File: config.mk
export PLATFORM = sky130hd
export DESIGN_NAME = cdsc_clock_control
export DESIGN_NICKNAME = d
export VERILOG_FILES = /design/src/cdsc_clock_control.v /design/src/cdsc_divider.v /design/src/cdsc_sync2.v
export VERILOG_INCLUDE_DIRS = /design/src /design/src/common
export SDC_FILE = /design/constraint.sdc
export NUM_CORES = 1
export LEC_CHECK = 0
export BUFFER_PORTS_ARGS = -buffer_cell sky130_fd_sc_hd__buf_2
export CORE_MARGIN = 1.5
export CORE_UTILIZATION = 25
export DETAILED_ROUTE_END_ITERATION = 6
export PLACE_DENSITY = 0.45
export SYNTH_ARGS = -nofsm -noshare
export SYNTH_HDL_FRONTEND = slang
export SYNTH_SLANG_ARGS = --single-unit
File: constraint.sdc
create_clock -name clk -period 6.1 [get_ports clk]
set_input_delay 0.305 -clock clk [delete_from_list [all_inputs] [get_ports clk]]
set_output_delay 0.305 -clock clk [all_outputs]
set_load 0.01 [all_outputs]
File: src/common/cdsc_regs.vh
// register map, field positions, reset values and timing counts of the clock divider control
`ifndef CDSC_REGS_VH
`define CDSC_REGS_VH

// ----------------------------------------------------------------
// register offsets
// ----------------------------------------------------------------
`define CDSC_ADDR_OUT_PD     8'h41
`define CDSC_ADDR_INPUT_CTL  8'h45
`define CDSC_ADDR_DIV_BASE   8'h4A
`define CDSC_ADDR_DIV_STEP   8'h02
`define CDSC_ADDR_PHASE_BASE 8'h4B
`define CDSC_ADDR_FUNCTION   8'h58
`define CDSC_ADDR_STATUS     8'h5A

// ----------------------------------------------------------------
// divider count register fields
// ----------------------------------------------------------------
`define CDSC_DIV_HI_LSB      0
`define CDSC_DIV_HI_MSB      3
`define CDSC_DIV_LO_LSB      4
`define CDSC_DIV_LO_MSB      7

// ----------------------------------------------------------------
// divider phase register fields
// ----------------------------------------------------------------
`define CDSC_PH_OFFSET_LSB   0
`define CDSC_PH_OFFSET_MSB   3
`define CDSC_PH_START_HIGH   4
`define CDSC_PH_NOSYNC       6
`define CDSC_PH_BYPASS       7

// ----------------------------------------------------------------
// input control and function register fields
// ----------------------------------------------------------------
`define CDSC_IN_SELECT_B     0
`define CDSC_IN_PD_A         1
`define CDSC_IN_PD_B         2
`define CDSC_FN_SOFT_SYNC    2
`define CDSC_FN_ROLE_LSB     5
`define CDSC_FN_ROLE_MSB     6

// ----------------------------------------------------------------
// pin role encodings
// ----------------------------------------------------------------
`define CDSC_ROLE_RESET      2'h0
`define CDSC_ROLE_SYNC       2'h1
`define CDSC_ROLE_RSVD       2'h2
`define CDSC_ROLE_PDOWN      2'h3

// ----------------------------------------------------------------
// reset values and counts
// ----------------------------------------------------------------
`define CDSC_RST_DIV         8'h00
`define CDSC_RST_PHASE       8'h00
`define CDSC_RST_FUNCTION    8'h00
`define CDSC_RST_INPUT_CTL   8'h00
`define CDSC_RST_OUT_PD      8'h00
`define CDSC_CHANNELS        5
`define CDSC_SYNC_STAGES     2

`endif

File: src/cdsc_clock_control.v
// clock distribution control: input select, five dividers and multipurpose pin
//
// Behaviour
// - two-bit field picks multipurpose pin role
// - default role: pin low is hard reset
// - hard reset loads defaults, operation continues
// - pin release after reset issues sync
// - sync role realigns divider phases
// - sync only powered, unmasked, unbypassed outputs
// - sync low holds output at start level
// - after rise, start after phase-offset ticks
// - sync role has no reset or powerdown
// - sync behaviour active in every role
// - powerdown role: pin low powers chip down
// - release resumes with held settings, no defaults
// - selected fast input feeds all dividers
// - five outputs, independent divider each
// - bypass passes input, divider held idle
// - ratios 2 to 32, one by bypass
// - ratio, phase, duty configurable per divider
// - high count bits 3:0, low 7:4
`timescale 1ns/1ps
`include "cdsc_regs.vh"

module cdsc_clock_control (
  input  wire       clk,
  input  wire       rst,
  input  wire       fast_clock_input_a,
  input  wire       fast_clock_input_b,
  input  wire       functionPinLow,
  input  wire [7:0] regAddr,
  input  wire [7:0] regWdata,
  input  wire       regWrite,
  input  wire       regRead,
  output reg  [7:0] regRdata,
  output wire       output_channel_0,
  output wire       output_channel_1,
  output wire       output_channel_2,
  output wire       output_channel_3,
  output wire       output_channel_4,
  output reg        chipPoweredDown
);

  // ----------------------------------------------------------------
  // pin synchronisers
  // ----------------------------------------------------------------
  wire [2:0] pinSync;         // synchronised {pin asserted, input b, input a}
  wire       fnPinLevel;      // multipurpose pin level, high is idle
  wire       inLevelA;        // fast input a level
  wire       inLevelB;        // fast input b level

  cdsc_sync2 #(
    .WIDTH   (3)
  ) u_pin_sync (
    .clk     (clk),
    .rst     (rst),
    // pin goes in inverted so that the cleared stages read as an idle high pin
    .asyncIn ({~functionPinLow, fast_clock_input_b, fast_clock_input_a}),
    .syncOut (pinSync)
  );

  assign inLevelA   = pinSync[0];
  assign inLevelB   = pinSync[1];
  assign fnPinLevel = ~pinSync[2];

  // ----------------------------------------------------------------
  // registers
  // ----------------------------------------------------------------
  reg  [7:0] divCounts [0:4]; // high and low counts per divider
  reg  [7:0] divPhase  [0:4]; // phase, start level, mask, bypass
  reg  [7:0] functionReg;     // pin role and soft sync
  reg  [7:0] inputCtl;        // input select and input power-down
  reg  [7:0] outPowerDown;    // per-output power-down, bits 4:0
  reg        pinLevelLast;    // pin level one cycle ago
  reg        holdLast;        // sync hold one cycle ago
  reg        fastLevelLast;   // selected input one cycle ago

  wire [1:0] pinRole;         // decoded role field
  wire       pinLow;          // pin asserted low
  wire       hardReset;       // reset from pin or system reset
  wire       powerDownNow;    // pin asserted in powerdown role
  wire       syncHold;        // dividers held at start level
  wire       syncRelease;     // end of sync hold
  wire       selectB;         // input b chosen
  wire       selectedDown;    // chosen input is powered down
  wire       fastLevel;       // chosen input level
  wire       fastTick;        // one-cycle enable per fast rising edge
  wire [4:0] chanOut;         // divider outputs
  wire [4:0] chanHeld;        // channel currently held by sync
  wire [4:0] hitCounts;       // write address matches count register
  wire [4:0] hitPhase;        // write address matches phase register

  assign pinRole = functionReg[`CDSC_FN_ROLE_MSB:`CDSC_FN_ROLE_LSB];
  assign pinLow  = ~fnPinLevel;

  // hard reset only in the default role; sync and reserved roles do nothing here
  assign hardReset = rst || (pinLow && pinRole == `CDSC_ROLE_RESET);

  // full power-down only in the powerdown role
  assign powerDownNow = pinLow && pinRole == `CDSC_ROLE_PDOWN;

  // the pin holds dividers in every role; soft sync holds as well
  assign syncHold = pinLow || functionReg[`CDSC_FN_SOFT_SYNC];

  // release of the hold, also after a hard reset, restarts the dividers
  assign syncRelease = holdLast && !syncHold;

  // ----------------------------------------------------------------
  // fast clock selection
  // ----------------------------------------------------------------
  assign selectB      = inputCtl[`CDSC_IN_SELECT_B];
  assign selectedDown = selectB ? inputCtl[`CDSC_IN_PD_B] : inputCtl[`CDSC_IN_PD_A];
  // one chosen input feeds all dividers; a powered-down input gives no edges
  assign fastLevel    = selectedDown ? 1'b0 : (selectB ? inLevelB : inLevelA);
  assign fastTick     = fastLevel && !fastLevelLast && !chipPoweredDown;

  // ----------------------------------------------------------------
  // edge history and power-down state
  // ----------------------------------------------------------------
  always @(posedge clk) begin
    if (rst) begin
      pinLevelLast    <= 1'b0;
      holdLast        <= 1'b0;
      fastLevelLast   <= 1'b0;
      chipPoweredDown <= 1'b0;
    end else begin
      pinLevelLast    <= fnPinLevel;
      holdLast        <= syncHold;
      fastLevelLast   <= fastLevel;
      // down while the pin is low, back as soon as it returns high
      chipPoweredDown <= powerDownNow;
    end
  end

  // ----------------------------------------------------------------
  // register write address decode, one loop per channel
  // ----------------------------------------------------------------
  genvar ch;
  generate
    for (ch = 0; ch < `CDSC_CHANNELS; ch = ch + 1) begin : g_decode
      // this channel's two offsets, cut to the address width below
      localparam [31:0] COUNT_ADDR = `CDSC_ADDR_DIV_BASE + `CDSC_ADDR_DIV_STEP * ch;
      localparam [31:0] PHASE_ADDR = `CDSC_ADDR_PHASE_BASE + `CDSC_ADDR_DIV_STEP * ch;
      assign hitCounts[ch] = regWrite && (regAddr == COUNT_ADDR[7:0]);
      assign hitPhase[ch]  = regWrite && (regAddr == PHASE_ADDR[7:0]);
    end
  endgenerate

  // ----------------------------------------------------------------
  // register writes; a hard reset reloads every default
  // ----------------------------------------------------------------
  integer i;
  always @(posedge clk) begin
    if (hardReset) begin
      // defaults land in the live registers and are used at once
      for (i = 0; i < `CDSC_CHANNELS; i = i + 1) begin
        divCounts[i] <= `CDSC_RST_DIV;
        divPhase[i]  <= `CDSC_RST_PHASE;
      end
      functionReg  <= `CDSC_RST_FUNCTION;
      inputCtl     <= `CDSC_RST_INPUT_CTL;
      outPowerDown <= `CDSC_RST_OUT_PD;
    end else if (!chipPoweredDown) begin
      // settings are kept through power-down, never reloaded
      for (i = 0; i < `CDSC_CHANNELS; i = i + 1) begin
        if (hitCounts[i]) begin
          divCounts[i] <= regWdata;
        end
        if (hitPhase[i]) begin
          divPhase[i] <= regWdata;
        end
      end
      if (regWrite && regAddr == `CDSC_ADDR_FUNCTION) begin
        functionReg <= regWdata;
      end
      if (regWrite && regAddr == `CDSC_ADDR_INPUT_CTL) begin
        inputCtl <= regWdata;
      end
      if (regWrite && regAddr == `CDSC_ADDR_OUT_PD) begin
        outPowerDown <= regWdata;
      end
    end
  end

  // ----------------------------------------------------------------
  // register read, data in the cycle after the strobe
  // ----------------------------------------------------------------
  reg [7:0] next_regRdata; // read mux result
  integer   j;
  always @* begin
    next_regRdata = 8'h00;
    if (regAddr == `CDSC_ADDR_FUNCTION) begin
      next_regRdata = functionReg;
    end else if (regAddr == `CDSC_ADDR_INPUT_CTL) begin
      next_regRdata = inputCtl;
    end else if (regAddr == `CDSC_ADDR_OUT_PD) begin
      next_regRdata = {3'h0, outPowerDown[4:0]};
    end else if (regAddr == `CDSC_ADDR_STATUS) begin
      // live state: held channels, hold, power-down
      next_regRdata = {1'b0, chanHeld, syncHold, chipPoweredDown};
    end else begin
      for (j = 0; j < `CDSC_CHANNELS; j = j + 1) begin
        if (regAddr == `CDSC_ADDR_DIV_BASE + `CDSC_ADDR_DIV_STEP * j[7:0]) begin
          next_regRdata = divCounts[j];
        end
        if (regAddr == `CDSC_ADDR_PHASE_BASE + `CDSC_ADDR_DIV_STEP * j[7:0]) begin
          next_regRdata = divPhase[j];
        end
      end
    end
  end

  // read data register, zero when no read
  always @(posedge clk) begin
    if (rst) begin
      regRdata <= 8'h00;
    end else if (regRead) begin
      regRdata <= next_regRdata;
    end else begin
      regRdata <= 8'h00;
    end
  end

  // ----------------------------------------------------------------
  // five dividers, one per output
  // ----------------------------------------------------------------
  generate
    for (ch = 0; ch < `CDSC_CHANNELS; ch = ch + 1) begin : g_chan
      wire powered;   // channel and chip both powered
      wire bypassed;  // channel bypass bit
      wire syncable;  // channel takes part in sync

      assign powered  = !outPowerDown[ch] && !chipPoweredDown;
      assign bypassed = divPhase[ch][`CDSC_PH_BYPASS];
      // only powered, unmasked and unbypassed outputs are touched by sync
      assign syncable = powered && !divPhase[ch][`CDSC_PH_NOSYNC] && !bypassed;
      assign chanHeld[ch] = syncable && syncHold;

      cdsc_divider u_div (
        .clk         (clk),
        .rst         (hardReset),
        .fastTick    (fastTick),
        .fastLevel   (fastLevel),
        .powered     (powered),
        .bypass      (bypassed),
        .syncable    (syncable),
        .hold        (syncHold),
        .startHigh   (divPhase[ch][`CDSC_PH_START_HIGH]),
        .phaseOffset (divPhase[ch][`CDSC_PH_OFFSET_MSB:`CDSC_PH_OFFSET_LSB]),
        .highCount   (divCounts[ch][`CDSC_DIV_HI_MSB:`CDSC_DIV_HI_LSB]),
        .lowCount    (divCounts[ch][`CDSC_DIV_LO_MSB:`CDSC_DIV_LO_LSB]),
        .clkOut      (chanOut[ch])
      );
    end
  endgenerate

  // ----------------------------------------------------------------
  // outputs
  // ----------------------------------------------------------------
  assign output_channel_0 = chanOut[0];
  assign output_channel_1 = chanOut[1];
  assign output_channel_2 = chanOut[2];
  assign output_channel_3 = chanOut[3];
  assign output_channel_4 = chanOut[4];

endmodule

File: src/cdsc_divider.v
// one output divider with bypass, phase offset, duty control and sync hold
`timescale 1ns/1ps

module cdsc_divider (
  input  wire       clk,
  input  wire       rst,
  input  wire       fastTick,
  input  wire       fastLevel,
  input  wire       powered,
  input  wire       bypass,
  input  wire       syncable,
  input  wire       hold,
  input  wire       startHigh,
  input  wire [3:0] phaseOffset,
  input  wire [3:0] highCount,
  input  wire [3:0] lowCount,
  output reg        clkOut
);

  reg [3:0] cycleCount;  // fast ticks spent in the present level
  reg [3:0] phaseWait;   // fast ticks still to wait after sync release
  reg       running;     // divider counting

  wire [3:0] levelLimit; // last count of the present level

  assign levelLimit = clkOut ? highCount : lowCount;

  // ----------------------------------------------------------------
  // divider state
  // ----------------------------------------------------------------
  always @(posedge clk) begin
    if (rst) begin
      clkOut     <= 1'b0;
      cycleCount <= 4'h0;
      phaseWait  <= 4'h0;
      running    <= 1'b0;
    end else if (!powered) begin
      // powered down channel stays low and restarts from scratch
      clkOut     <= 1'b0;
      cycleCount <= 4'h0;
      running    <= 1'b0;
    end else if (bypass) begin
      // divider idle, output follows the fast clock
      clkOut     <= fastLevel;
      cycleCount <= 4'h0;
      running    <= 1'b0;
    end else if (hold && syncable) begin
      // held at the start level while sync is low
      clkOut     <= startHigh;
      cycleCount <= 4'h0;
      phaseWait  <= phaseOffset;
      running    <= 1'b0;
    end else if (fastTick) begin
      if (!running) begin
        // wait out the phase offset before counting
        if (phaseWait == 4'h0 || !syncable) begin
          running <= 1'b1;
        end else begin
          phaseWait <= phaseWait - 4'h1;
        end
      end else if (cycleCount == levelLimit) begin
        // level lasts count plus one ticks
        clkOut     <= ~clkOut;
        cycleCount <= 4'h0;
      end else begin
        cycleCount <= cycleCount + 4'h1;
      end
    end
  end

endmodule

File: src/cdsc_sync2.v
// two flip-flop synchroniser for a group of asynchronous pin levels
`timescale 1ns/1ps

module cdsc_sync2 #(
  parameter WIDTH = 3
) (
  input  wire             clk,
  input  wire             rst,
  input  wire [WIDTH-1:0] asyncIn,
  output reg  [WIDTH-1:0] syncOut
);

  reg [WIDTH-1:0] stage1;  // first stage, read only by the second

  // ----------------------------------------------------------------
  // two stages, nothing but the second one looks at the first one
  // ----------------------------------------------------------------
  always @(posedge clk) begin
    if (rst) begin
      stage1  <= {WIDTH{1'b0}};
      syncOut <= {WIDTH{1'b0}};
    end else begin
      stage1  <= asyncIn;
      syncOut <= stage1;
    end
  end

endmodule

; Word-level counts from Yosys, hierarchy flattened
; Memory sizes are Yosys's and may differ from the RTL's.
; Index checks and enable logic that the tools add are counted.
; W data, S select, Z words.
[totals]
register_bits = 87
ramBits = 80
in_bits = 23
word_cells = 353
memories = 2
[classes]
add_sub_neg = 10
n_eq_ne = 30
muxes = 134
bitwise = 28
n_reduce_logical = 121
[memory_table]
columns = memory, depth, word_bits, rd, rd_ports_with_merged_regs, wr, line
row1 = divCounts, 5, 8, 5, 0, 5, cdsc_clock_control.v:69  ; reg [7:0] divCounts [0:4];
row2 = divPhase, 5, 8, 5, 0, 5, cdsc_clock_control.v:70  ; reg [7:0] divPhase [0:4];
[ops]
columns = operator, n
row1 = $mux W8, 24
row2 = $mux W4, 30
row3 = $eq A8 B7 Y1 const B, 14
row4 = $mux W1, 80
row5 = $reduce_bool A3 Y1, 15
row6 = $logic_and A1 B1 Y1, 37
row7 = $reduce_and A5 Y1, 5
row8 = $logic_not A1 Y1, 22
row9 = $add A4 B1 Y4 const B, 5
row10 = $eq A4 B4 Y1, 5
row11 = $logic_not A4 Y1, 5
row12 = $ne A2 B2 Y1 const B, 10
row13 = $reduce_or A4 Y1, 5
row14 = $sub A4 B1 Y4 const B, 5
row15 = $not A1 Y1, 18
row16 = $reduce_and A2 Y1, 8
row17 = $reduce_and A3 Y1, 5
row18 = $reduce_or A2 Y1, 6
row19 = $or A1 B1 Y1, 10
row20 = $reduce_bool A2 Y1, 5
row21 = $logic_or A1 B1 Y1, 7
row22 = $eq A2 B2 Y1 const B, 1
row23 = $logic_not A2 Y1, 1

; Logic depth before layout (Yosys ltp)
; Gate-level depths: netlist of the first run.
[depth]
depth_word = 15
mapped_depth = 8

; Cells and area by module
; Synthesis of the first run repeated with hierarchy kept, for this count alone.
[hier_totals]
cells_unflattened = 869
hier_area_um2 = 8750.9
[by_module_without_submodules]
columns = module, n_inst, cells_each, area_per_inst_um2
row1 = cdsc_clock_control, 1, 457, 5190.0
row2 = cdsc_divider (g_chan[1].u_div ...), 4, 80, 679.4
row3 = cdsc_divider (g_chan[0].u_div), 1, 80, 685.7
row4 = cdsc_sync2, 1, 12, 157.7

; Worst setup path before layout of the first run
; No wires, ideal clock.
[synth_path]
kind = input port to flip-flop
start = input regAddr[7]
end = memory divCounts[0][0] (enable)
setup_time_ns = 0.398
arrival_ns = 2.152
t_required_ns = 5.702
slack_ns = 3.550
stages = 3
path_cell_list = nor4b_1 > nand2_1 > o41ai_1
[synth_lines]
columns = item, line
row1 = "start, declared", cdsc_clock_control.v:31  ; input wire [7:0] regAddr,
row2 = "end, declared", cdsc_clock_control.v:69

==> results of run 1 <==
kinds of logic (layout without fill, tap and decap cells):
| group | Yosys count | after routing | share of synthesized area, % |
|---|---|---|---|
| and+or+nand+nor | 281 | 281 | 18.3 |
| DFF | 167 | 167 | 49.4 |
| AOI/OAI and AO/OA | 166 | 166 | 14.3 |
| muxes | 65 | 65 | 8.22 |
| buffers and inverters | 65 | 102 | 3.22 |
| xor gates and xnor gates | 48 | 48 | 5.01 |
| adders and majority gates | 10 | 10 | 1.49 |
cell usage in the layout (no fill, tap or decap), drive strengths merged, types with 20 or more instances in the layout:
cell type  Yosys  routed
a21oi         34      34
mux2i         55      55
dfxtp         87      87
nor3          21      21
buf           22      49
edfxtp        80      80
o21ai         25      25
nor2          88      88
nand2         33      33
inv           21      32
xor2          38      38
nand3         36      36
clkbuf        22      20
a211oi        20      20
registers in the layout, indices dropped and copies added (netlist names), 5 cells and up:
name                     count
g_chan.u_div.clkOut          5
g_chan.u_div.phaseWait      20
inputCtl                     8
outPowerDown                 5
functionReg                  8
g_chan.u_div.cycleCount     20
g_chan.u_div.running         5
regRdata                     8
divPhase                    40
divCounts                   40
where the power goes:
part	leakage (nW)	switching (mW)	total, mW	internal, mW
Clock	0.297	0.519	1.11	0.592
Sequential	1.58	0.0333	1.24	1.20
Combinational	1.57	0.146	0.221	0.0747
Total	3.45	0.698	2.57	1.87
synthesized netlist by cell type, drive strengths merged, types with 5 or more instances:
cell type / number / area [um^2]
or4: 9 / 86.3
xnor2: 10 / 87.6
o21ai: 25 / 125
inv: 21 / 78.8
nor2b: 13 / 81.3
or3: 10 / 67.6
xor2: 38 / 333
dfxtp: 87 / 1740
o211ai: 8 / 60.1
mux2: 8 / 93.8
nand3: 36 / 185
o22ai: 12 / 75.1
nand2b: 14 / 87.6
o21a: 6 / 45.0
a21oi: 34 / 170
edfxtp: 80 / 2400
nand2: 33 / 126
o41ai: 5 / 43.8
a211oi: 20 / 185
buf: 22 / 109
nor2: 88 / 333
nor3: 21 / 125
ha: 10 / 125
nand4: 12 / 81.3
and2: 17 / 106
mux2i: 55 / 551
clkbuf: 22 / 82.6
nor4: 6 / 67.6
cell type report:
| type | count | area, um^2 |
|---|---|---|
| Clock buffer | 20 | 479 |
| Clock inverter | 12 | 115 |
| Fill cell | 3447 | 23100 |
| Inverter | 21 | 78.8 |
| Multi-Input combinational cell | 570 | 3990 |
| Sequential cell | 167 | 4140 |
| Tap cell | 442 | 553 |
| Timing Repair Buffer | 49 | 278 |
how the worst max path moves through the flow:
stage	endpoint	startpoint	cells after the start
floorplan	divCounts[0][0]	regAddr[7]	3
global placement	divPhase[0][11]	regAddr[7]	4
CTS	divPhase[0][12]	regAddr[4]	4
global route	divPhase[0][14]	regAddr[7]	4
finish	divPhase[0][12]	regAddr[4]	4
detailed placement	divPhase[0][11]	regAddr[7]	4
per-layer routing:
metal	up-vias	track usage (%)	part of all wire [%]	routed length [um]
met5	-	0	0	0
met4	0	4.90	2.1	622
met3	45	3.00	5.8	1680
met2	233	27.3	46	13300
met1	3308	23.8	46	13500
li1	3037	-	-	-
through the flow:
stage / cells / hold slack, ps / setup WS (ps)
2_1_floorplan: 802 / 372 / 3550
3_5_place_dp: 1249 / 429 / 2720
6_report: 1281 / 8.71 / 3040
5_1_grt: 1281 / 2.35 / 2970
3_3_place_gp: 1249 / 423 / 2880
4_1_cts: 1281 / 6.44 / 3180
==> out/summary.md, run 1 <==
Derived from the worst setup path, the maximum achievable clock frequency is 327 MHz. The total die area came out at 34700 um^2. The worst hold path was traced through 2 stages. For this block, the initial DRC count from the detailed router was 740. In this run the critical register-to-register path is launched from chipPoweredDown. The final layout contains routed wiring with a total length of 29.1 mm. The aggregate global-route resource usage is 17.2%, and the area added between synthesis and finish is 14.9%. For flop-to-flop paths, the worst setup slack is 3490 ps.

The cell family contributing the most delay on the critical path was simple AND/OR/NAND/NOR gates. In the routed layout, each cell is associated on average with a via count of 5.17. 0 antenna diodes ended up in the layout. The total of hold buffers inserted after clock tree synthesis was 0; the maximum fanout encountered on the critical timing path was 8.

The post-CTS setup buffer count was 0. Clock skew on the completed layout was measured at 9.27 ps. The maximum cell stage delay along the critical path was 1180 ps; the proportion of synthesized chip area in sequential cells was 49.4%. Starting density of the core: 25.6%.

The mapped netlist covers 8390 um^2. At the pin with the least slew margin, the transition time is 1440 ps. The run gives 2.45% as the worst max-slew margin expressed relative to the limit. For hold timing, the worst endpoint is u_pin_sync.stage1[2]. The detailed-route via count was 6623; the post-synthesis cell count was 802. The peak supply drop is 0.182 mV, and the synthesized area divided by synthesized cell count is 10.5 um^2.

37 I/O pins were placed. The residual antenna-violating net count after detailed routing is 0. The via count of the first global-routing pass is 6364.

Setup repair after global routing left no endpoint under its margin. After clock tree synthesis, the clock-pin slew on the worst setup and hold paths is 80 ps. The logs give 0 for the count of pins over their slew limit and 3.45 nW for the standby leakage power.

After floorplanning, the core was sized to cover 32800 um^2. For the finished layout, the period the worst path requires is 3060 ps. The tools report the critical hold path startpoint as functionPinLow. TritonCTS built the clock tree. Traced cell by cell, the critical path runs through buf_2 > nor4b_1 > nand3_1 > o31ai_1.

Once layout is complete, the utilization of the core stands at 29.4%. The fraction of final layout cells sized beyond drive strength 1 was 14.4%. The number of I/O port buffers was 36; the depth of the CTS H-tree was 4. The final cycle utilization of the critical path was 50.1%. The tools report the total of endpoints with negative setup slack in the final report as 0. The run finished with clean final reports. The run gives 66 as the row count.

For this design, the sink count on the clock tree is 167. The worst setup path is captured at a register. The floorplan step set the die height to 186 um.

At the end of routability-driven placement, the weighted congestion stood at 0.874. The first global-routing pass estimated 42.6 mm of wire. The tool flagged a number of max-cap violations equal to 0. At the end of the flow, the number of nets in the layout was 859. The count of buffering cells on the critical path with inverters included is 1. The path type of the worst setup path is input port to register. The final number of hold-violating endpoints was 0; the overall die width was 186 um. The capture instance of the worst register-to-register path was g_chan[2].u_div.phaseWait[1]. For this design the ratio of total power to cell area is 266 nW/um^2. When the netlist entered floorplanning its net count stood at 835. The post-synthesis async set-or-reset flop share came out at 0%. The synthesized netlist contains 80 unique library cells.

Counting flops with a built-in enable in the synthesized netlist gives 80. The post-synthesis sequential element count came out at 167. The most used flip-flop cell after synthesis is sky130_fd_sc_hd__dfxtp_1. The type of element launching the critical path is an input port.

The run gives 22.1 mm as the HPWL after detailed placement. Initial antenna violation count: 0. Summed over all failing endpoints, the final setup total negative slack is 0 ps. The logs give 440 ps for the clock network latency to the later pin of the worst-skew pair and 17 for the number of clock buffers inserted by TritonCTS. During synthesis, Yosys emitted a total of 0 warnings. At the worst endpoint, the arrival time is 3110 ps.

The tools report the cell chosen for the clock root as sky130_fd_sc_hd__clkbuf_16. In the routed design, unresolved DRC markers number 0. The total iterations of the first detailed-routing run was 5; the total of cells resized after clock tree synthesis was 0. The instance area at placement came out at 9040 um^2.

After detailed routing, the average wire length per cell comes to 22.7 um. In this run the deepest clock path goes through 2 buffers. The finished cells cover 9630 um^2. STA puts the critical path data required time at 6150 ps. The cell depth of the worst flop-to-flop path came out at 6.

The worst hold path class was input port to register. The total global routing overflow came out at 0. The logs give 2.57 mW for the overall power of the completed layout and 51 for the maximum number of pins on one net before global-route repair. For this design, the slowest cell found on the critical path is sky130_fd_sc_hd__nor4b_1.
(Power assumes the default switching activity.)
==> inputs of run 2 (changes only) <==
--- a/config.mk
+++ b/config.mk
@@ -6,6 +6,7 @@
 export SDC_FILE = /design/constraint.sdc
 export NUM_CORES = 1
 export LEC_CHECK = 0
+export ABC_AREA = 1
 export BUFFER_PORTS_ARGS = -buffer_cell sky130_fd_sc_hd__buf_2
 export CORE_MARGIN = 1.5
 export CORE_UTILIZATION = 25
==> constraint.sdc (replaced) <==
create_clock -name clk -period 3.2 [get_ports clk]
set_input_delay 0.16 -clock clk [delete_from_list [all_inputs] [get_ports clk]]
set_output_delay 0.16 -clock clk [all_outputs]
set_load 0.01 [all_outputs]
==> run 2 against run 1 <==
Against the previous run:
- combinational power up 70%
- setup slack worse by 2000 ps
- final area down 0.44%
- count of clock-buffer cells in the layout down 1
- die area down 2.2%
- core utilization up 0.24 points
- hold slack about the same
- synthesized cell count up 23%
- largest cell class unchanged
- clock power up 94%
- non-clock buffer count up 5
- routed wire length down 7.0%
==> out/summary.md, run 2 <==
The tools report the count of pins over their slew limit as 0. The run gives 41 as the maximum number of pins on one net before global-route repair. The total iterations of the first detailed-routing run is 5, and the count of yosys warnings during synthesis is 0.

Pin placement for this block handled 37 I/O pins. For the summed instance area of the synthesized netlist, the log shows 8200 um^2. The slowest stage of the critical path is the sky130_fd_sc_hd__dfxtp_1 cell.

For this configuration, the core starts out at a cell density of 25.3%. At the pin with the least slew margin, the transition time is 766 ps. For this run, the leading register cell type out of synthesis is sky130_fd_sc_hd__dfxtp_1. Clock tree synthesis found a total of 167 sinks.

The clock reaches the later pin of the worst-skew pair after 440 ps. For the total of endpoints with negative setup slack in the final report, the log shows 0. The net count of the finished layout is 1078. Static timing analysis puts the maximum clock frequency at 472 MHz. The worst hold path terminates at inputCtl[5].

Max-cap check violation count: 0. The floorplan step set the die height to 184 um. Clock tree synthesis selected as its root buffer the cell sky130_fd_sc_hd__clkbuf_16.

The initial antenna violation count is 0, and the worst-case clock buffer depth is 2. In this run the number of H-tree levels came out at 4. Setup repair after global routing left no endpoint under its margin.

The first global-routing pass estimated 40.1 mm of wire. The endpoint kind of the worst setup timing path was a register. The area share of and/or/nand/nor cells after synthesis came out at 23.4%.

Ranked by total cell area, the synthesized netlist is headed by sky130_fd_sc_hd__edfxtp_1, sky130_fd_sc_hd__dfxtp_1, sky130_fd_sc_hd__nand2_1. The worst register-to-register path begins at chipPoweredDown. Summing the areas of all fa, ha and maj instances in the mapped netlist gives 1.53% of the synthesized area. The cell accounting for the most synthesized area was sky130_fd_sc_hd__edfxtp_1. Count of buffering cells on the critical path with inverters included: 2. During placement, the flow inserted port buffers numbering 36.

Maximum fanout encountered on the critical timing path: 11. For the final number of hold-violating endpoints, the log shows 0. Broken down by cell family, the worst path's largest delay share belongs to simple AND/OR/NAND/NOR gates.

The net count after synthesis is 1023, and the HPWL after detailed placement is 21.1 mm. The fraction of the mapped netlist area in compound gates is 11.3%. In the routed layout, each cell is associated on average with a via count of 4.56. In the final layout, the share of cells above drive strength 1 is 13.2%. The synthesized area divided by synthesized cell count came out at 8.28 um^2. The core area came out at 32400 um^2. The average routed wire per standard cell came out at 18.0 um. The count of flip-flops with a built-in enable after synthesis was 80. Main combinational cell family by area after synthesis: simple AND/OR/NAND/NOR gates. Counting distinct cell types in the post-synthesis netlist gives 44. On the worst path, the slowest cell contributes a delay of 590 ps. The run gives 0 as the DRC violations left. For the final routed database, the setup TNS stands at 0 ps. Total power for the finished layout comes to 4.93 mW. The congestion estimate from routability-driven global placement came to 0.948. The total number of cells along the worst setup path came out at 7.

The final layout contains routed wiring with a total length of 27.0 mm. For this design the static power due to leakage is 3.86 nW. Detailed routing inserted a total of 6838 vias. For this design the ratio of total power to cell area is 514 nW/um^2. The cell depth of the worst flop-to-flop path is 7, and the proportion of synthesized chip area in sequential cells is 50.6%. Walking the worst path, the cells encountered are inv_1 > nand2_1 > buf_4 > nor2_2 > o41ai_1 > and2_1 > nor2_1. The startpoint identified for the worst hold timing path is regWdata[5]. The endpoint identified for the worst register-to-register timing path is divPhase[0][10]. The worst path in the final design needs a cycle of 2120 ps, including I/O delays and setup.

The post-synthesis cell count was 990; the area added between synthesis and finish was 17.0%. The setup path with the least slack is of type register to register. The die covers 33900 um^2.

Buffers inserted during clock tree synthesis total 17. The initialized floorplan defines 66 standard-cell rows. The total global routing overflow came out at 0. The commonest cells after synthesis are sky130_fd_sc_hd__nand2_1, sky130_fd_sc_hd__inv_1, sky130_fd_sc_hd__dfxtp_1. The flow ran to the end, and the final reports show no timing, DRC or antenna violations. Type of element launching the critical path: a register. Global routing used 16.3% of the available tracks.

The number of antenna diodes in the final layout is 0. In the layout the commonest cells are sky130_fd_sc_hd__nand2_1, sky130_fd_sc_hd__inv_1, sky130_fd_sc_hd__dfxtp_1. Yosys instantiated no cell more often than sky130_fd_sc_hd__nand2_1. Most common library cell in the layout ignoring fill and taps: sky130_fd_sc_hd__nand2_1. The xor and xnor fraction of the mapped netlist area is 3.42%. IR analysis of the VDD net gives a maximum drop of 0.305 mV. The area fraction of the dominant cell type after synthesis is 29.3%. The residual antenna-violating net count after detailed routing is 0. For the via count of the first global-routing pass, the log shows 6448.

The overall die width is 184 um. The largest registers in the layout are divCounts (40), divPhase (40). STA puts the critical path data required time at 3350 ps.

For the first-iteration detailed-routing DRC count, the log shows 485. The run gives 15.0 ps as the maximum clock skew at final layout. Hold-critical path depth: 3. The signal arrival time at the worst endpoint came out at 2260 ps. The post-synthesis async set-or-reset flop share is 0%.

Clock-pin transition on the worst setup and hold timing paths: 80 ps. The fraction of synthesized area in multiplexers is 1.34%. Setup slack on the worst reg-to-reg path comes out at 1080 ps.

In this run the worst hold path is classified as input port to register. The post-synthesis sequential element count is 167. In this run the tightest slew margin relative to its limit is 48.5%. The final cycle utilization of the critical path came out at 66.2%. TritonCTS built the clock tree.
-- run 2: cell count changes in the layout (fill, tap and decap cells not counted), moves of 17 or more --
cell                      previous run  this run
sky130_fd_sc_hd__nand2_1            32       209
sky130_fd_sc_hd__inv_1              21       139
sky130_fd_sc_hd__o21ai_0            25        83
sky130_fd_sc_hd__mux2i_1            55        11
sky130_fd_sc_hd__a21oi_1            34        62
sky130_fd_sc_hd__inv_2               0        17
-- run 2: cell families after synthesis --
family / count (synthesis)
simple gates: 419
buf+inv: 177
compound gates: 174
flops: 167
xor+xnor: 32
mux: 11
fa+ha+maj: 10
-- run 2: final cells by class --
class                           count  area, um^2
Sequential cell                   167        4140
Multi-Input combinational cell    646        3360
Inverter                          159         599
Fill cell                        3520       22800
Clock inverter                     13         146
Timing Repair Buffer               54         323
Tap cell                          442         553
Clock buffer                       19         464
-- run 2: metal layers --
layer  part of all wire [%]  GRT usage (%)  vias up
li1                       -              -     3361
met1                     46           22.0     3233
met2                     45           25.4      209
met3                    6.0           3.31       35
met4                    2.9           6.52        0
met5                      0              0        -
-- run 2: power breakdown --
group	internal, mW	switching (mW)	total, mW
combinational	0.116	0.259	0.375
sequential	2.32	0.0926	2.41
clock	1.20	0.945	2.15
total	3.64	1.30	4.93
-- run 2: stage by stage --
stage               utilization [%]  area, um^2  setup slack (ps)  hold slack, ps  instances
finish                         29.6        9590              1080            8.48       1500
global route                   29.6        9590               914            26.9       1500
CTS                            29.6        9590              1100            6.66       1500
detailed placement             27.7        8950              1060             334       1465
global placement               27.7        8950              1090             342       1465
floorplan                         -        8200              1210             227        990
-- run 2: what timing repair did --
action | CTS | global route
setup endpoints to repair | 0 | 0
buffers inserted | 0 | 0
hold buffers | 3 | 0
gates resized for setup | 0 | 0
endpoints found under the hold margin | 3 | 0
-- run 2: worst reg2reg max path: stages, from the launching register on --
cell	delay, ps
sky130_fd_sc_hd__dfxtp_1	590
sky130_fd_sc_hd__inv_1	150
sky130_fd_sc_hd__nand2_1	90
sky130_fd_sc_hd__buf_4	230
sky130_fd_sc_hd__nor2_2	130
sky130_fd_sc_hd__o41ai_1	70
sky130_fd_sc_hd__and2_1	390
sky130_fd_sc_hd__nor2_1	180
-- run 2: how the worst max path moves through the flow --
stage          slack, ps              startpoint                endpoint
2_1_floorplan       1210   u_pin_sync.syncOut[2]        divCounts[0][32]
4_1_cts             1100         chipPoweredDown         divPhase[0][35]
3_5_place_dp        1060              regAddr[7]         divPhase[0][23]
5_1_grt              910  g_chan[3].u_div.clkOut  g_chan[3].u_div.clkOut
6_report            1080         chipPoweredDown         divPhase[0][10]
3_3_place_gp        1090              regAddr[5]             regRdata[2]
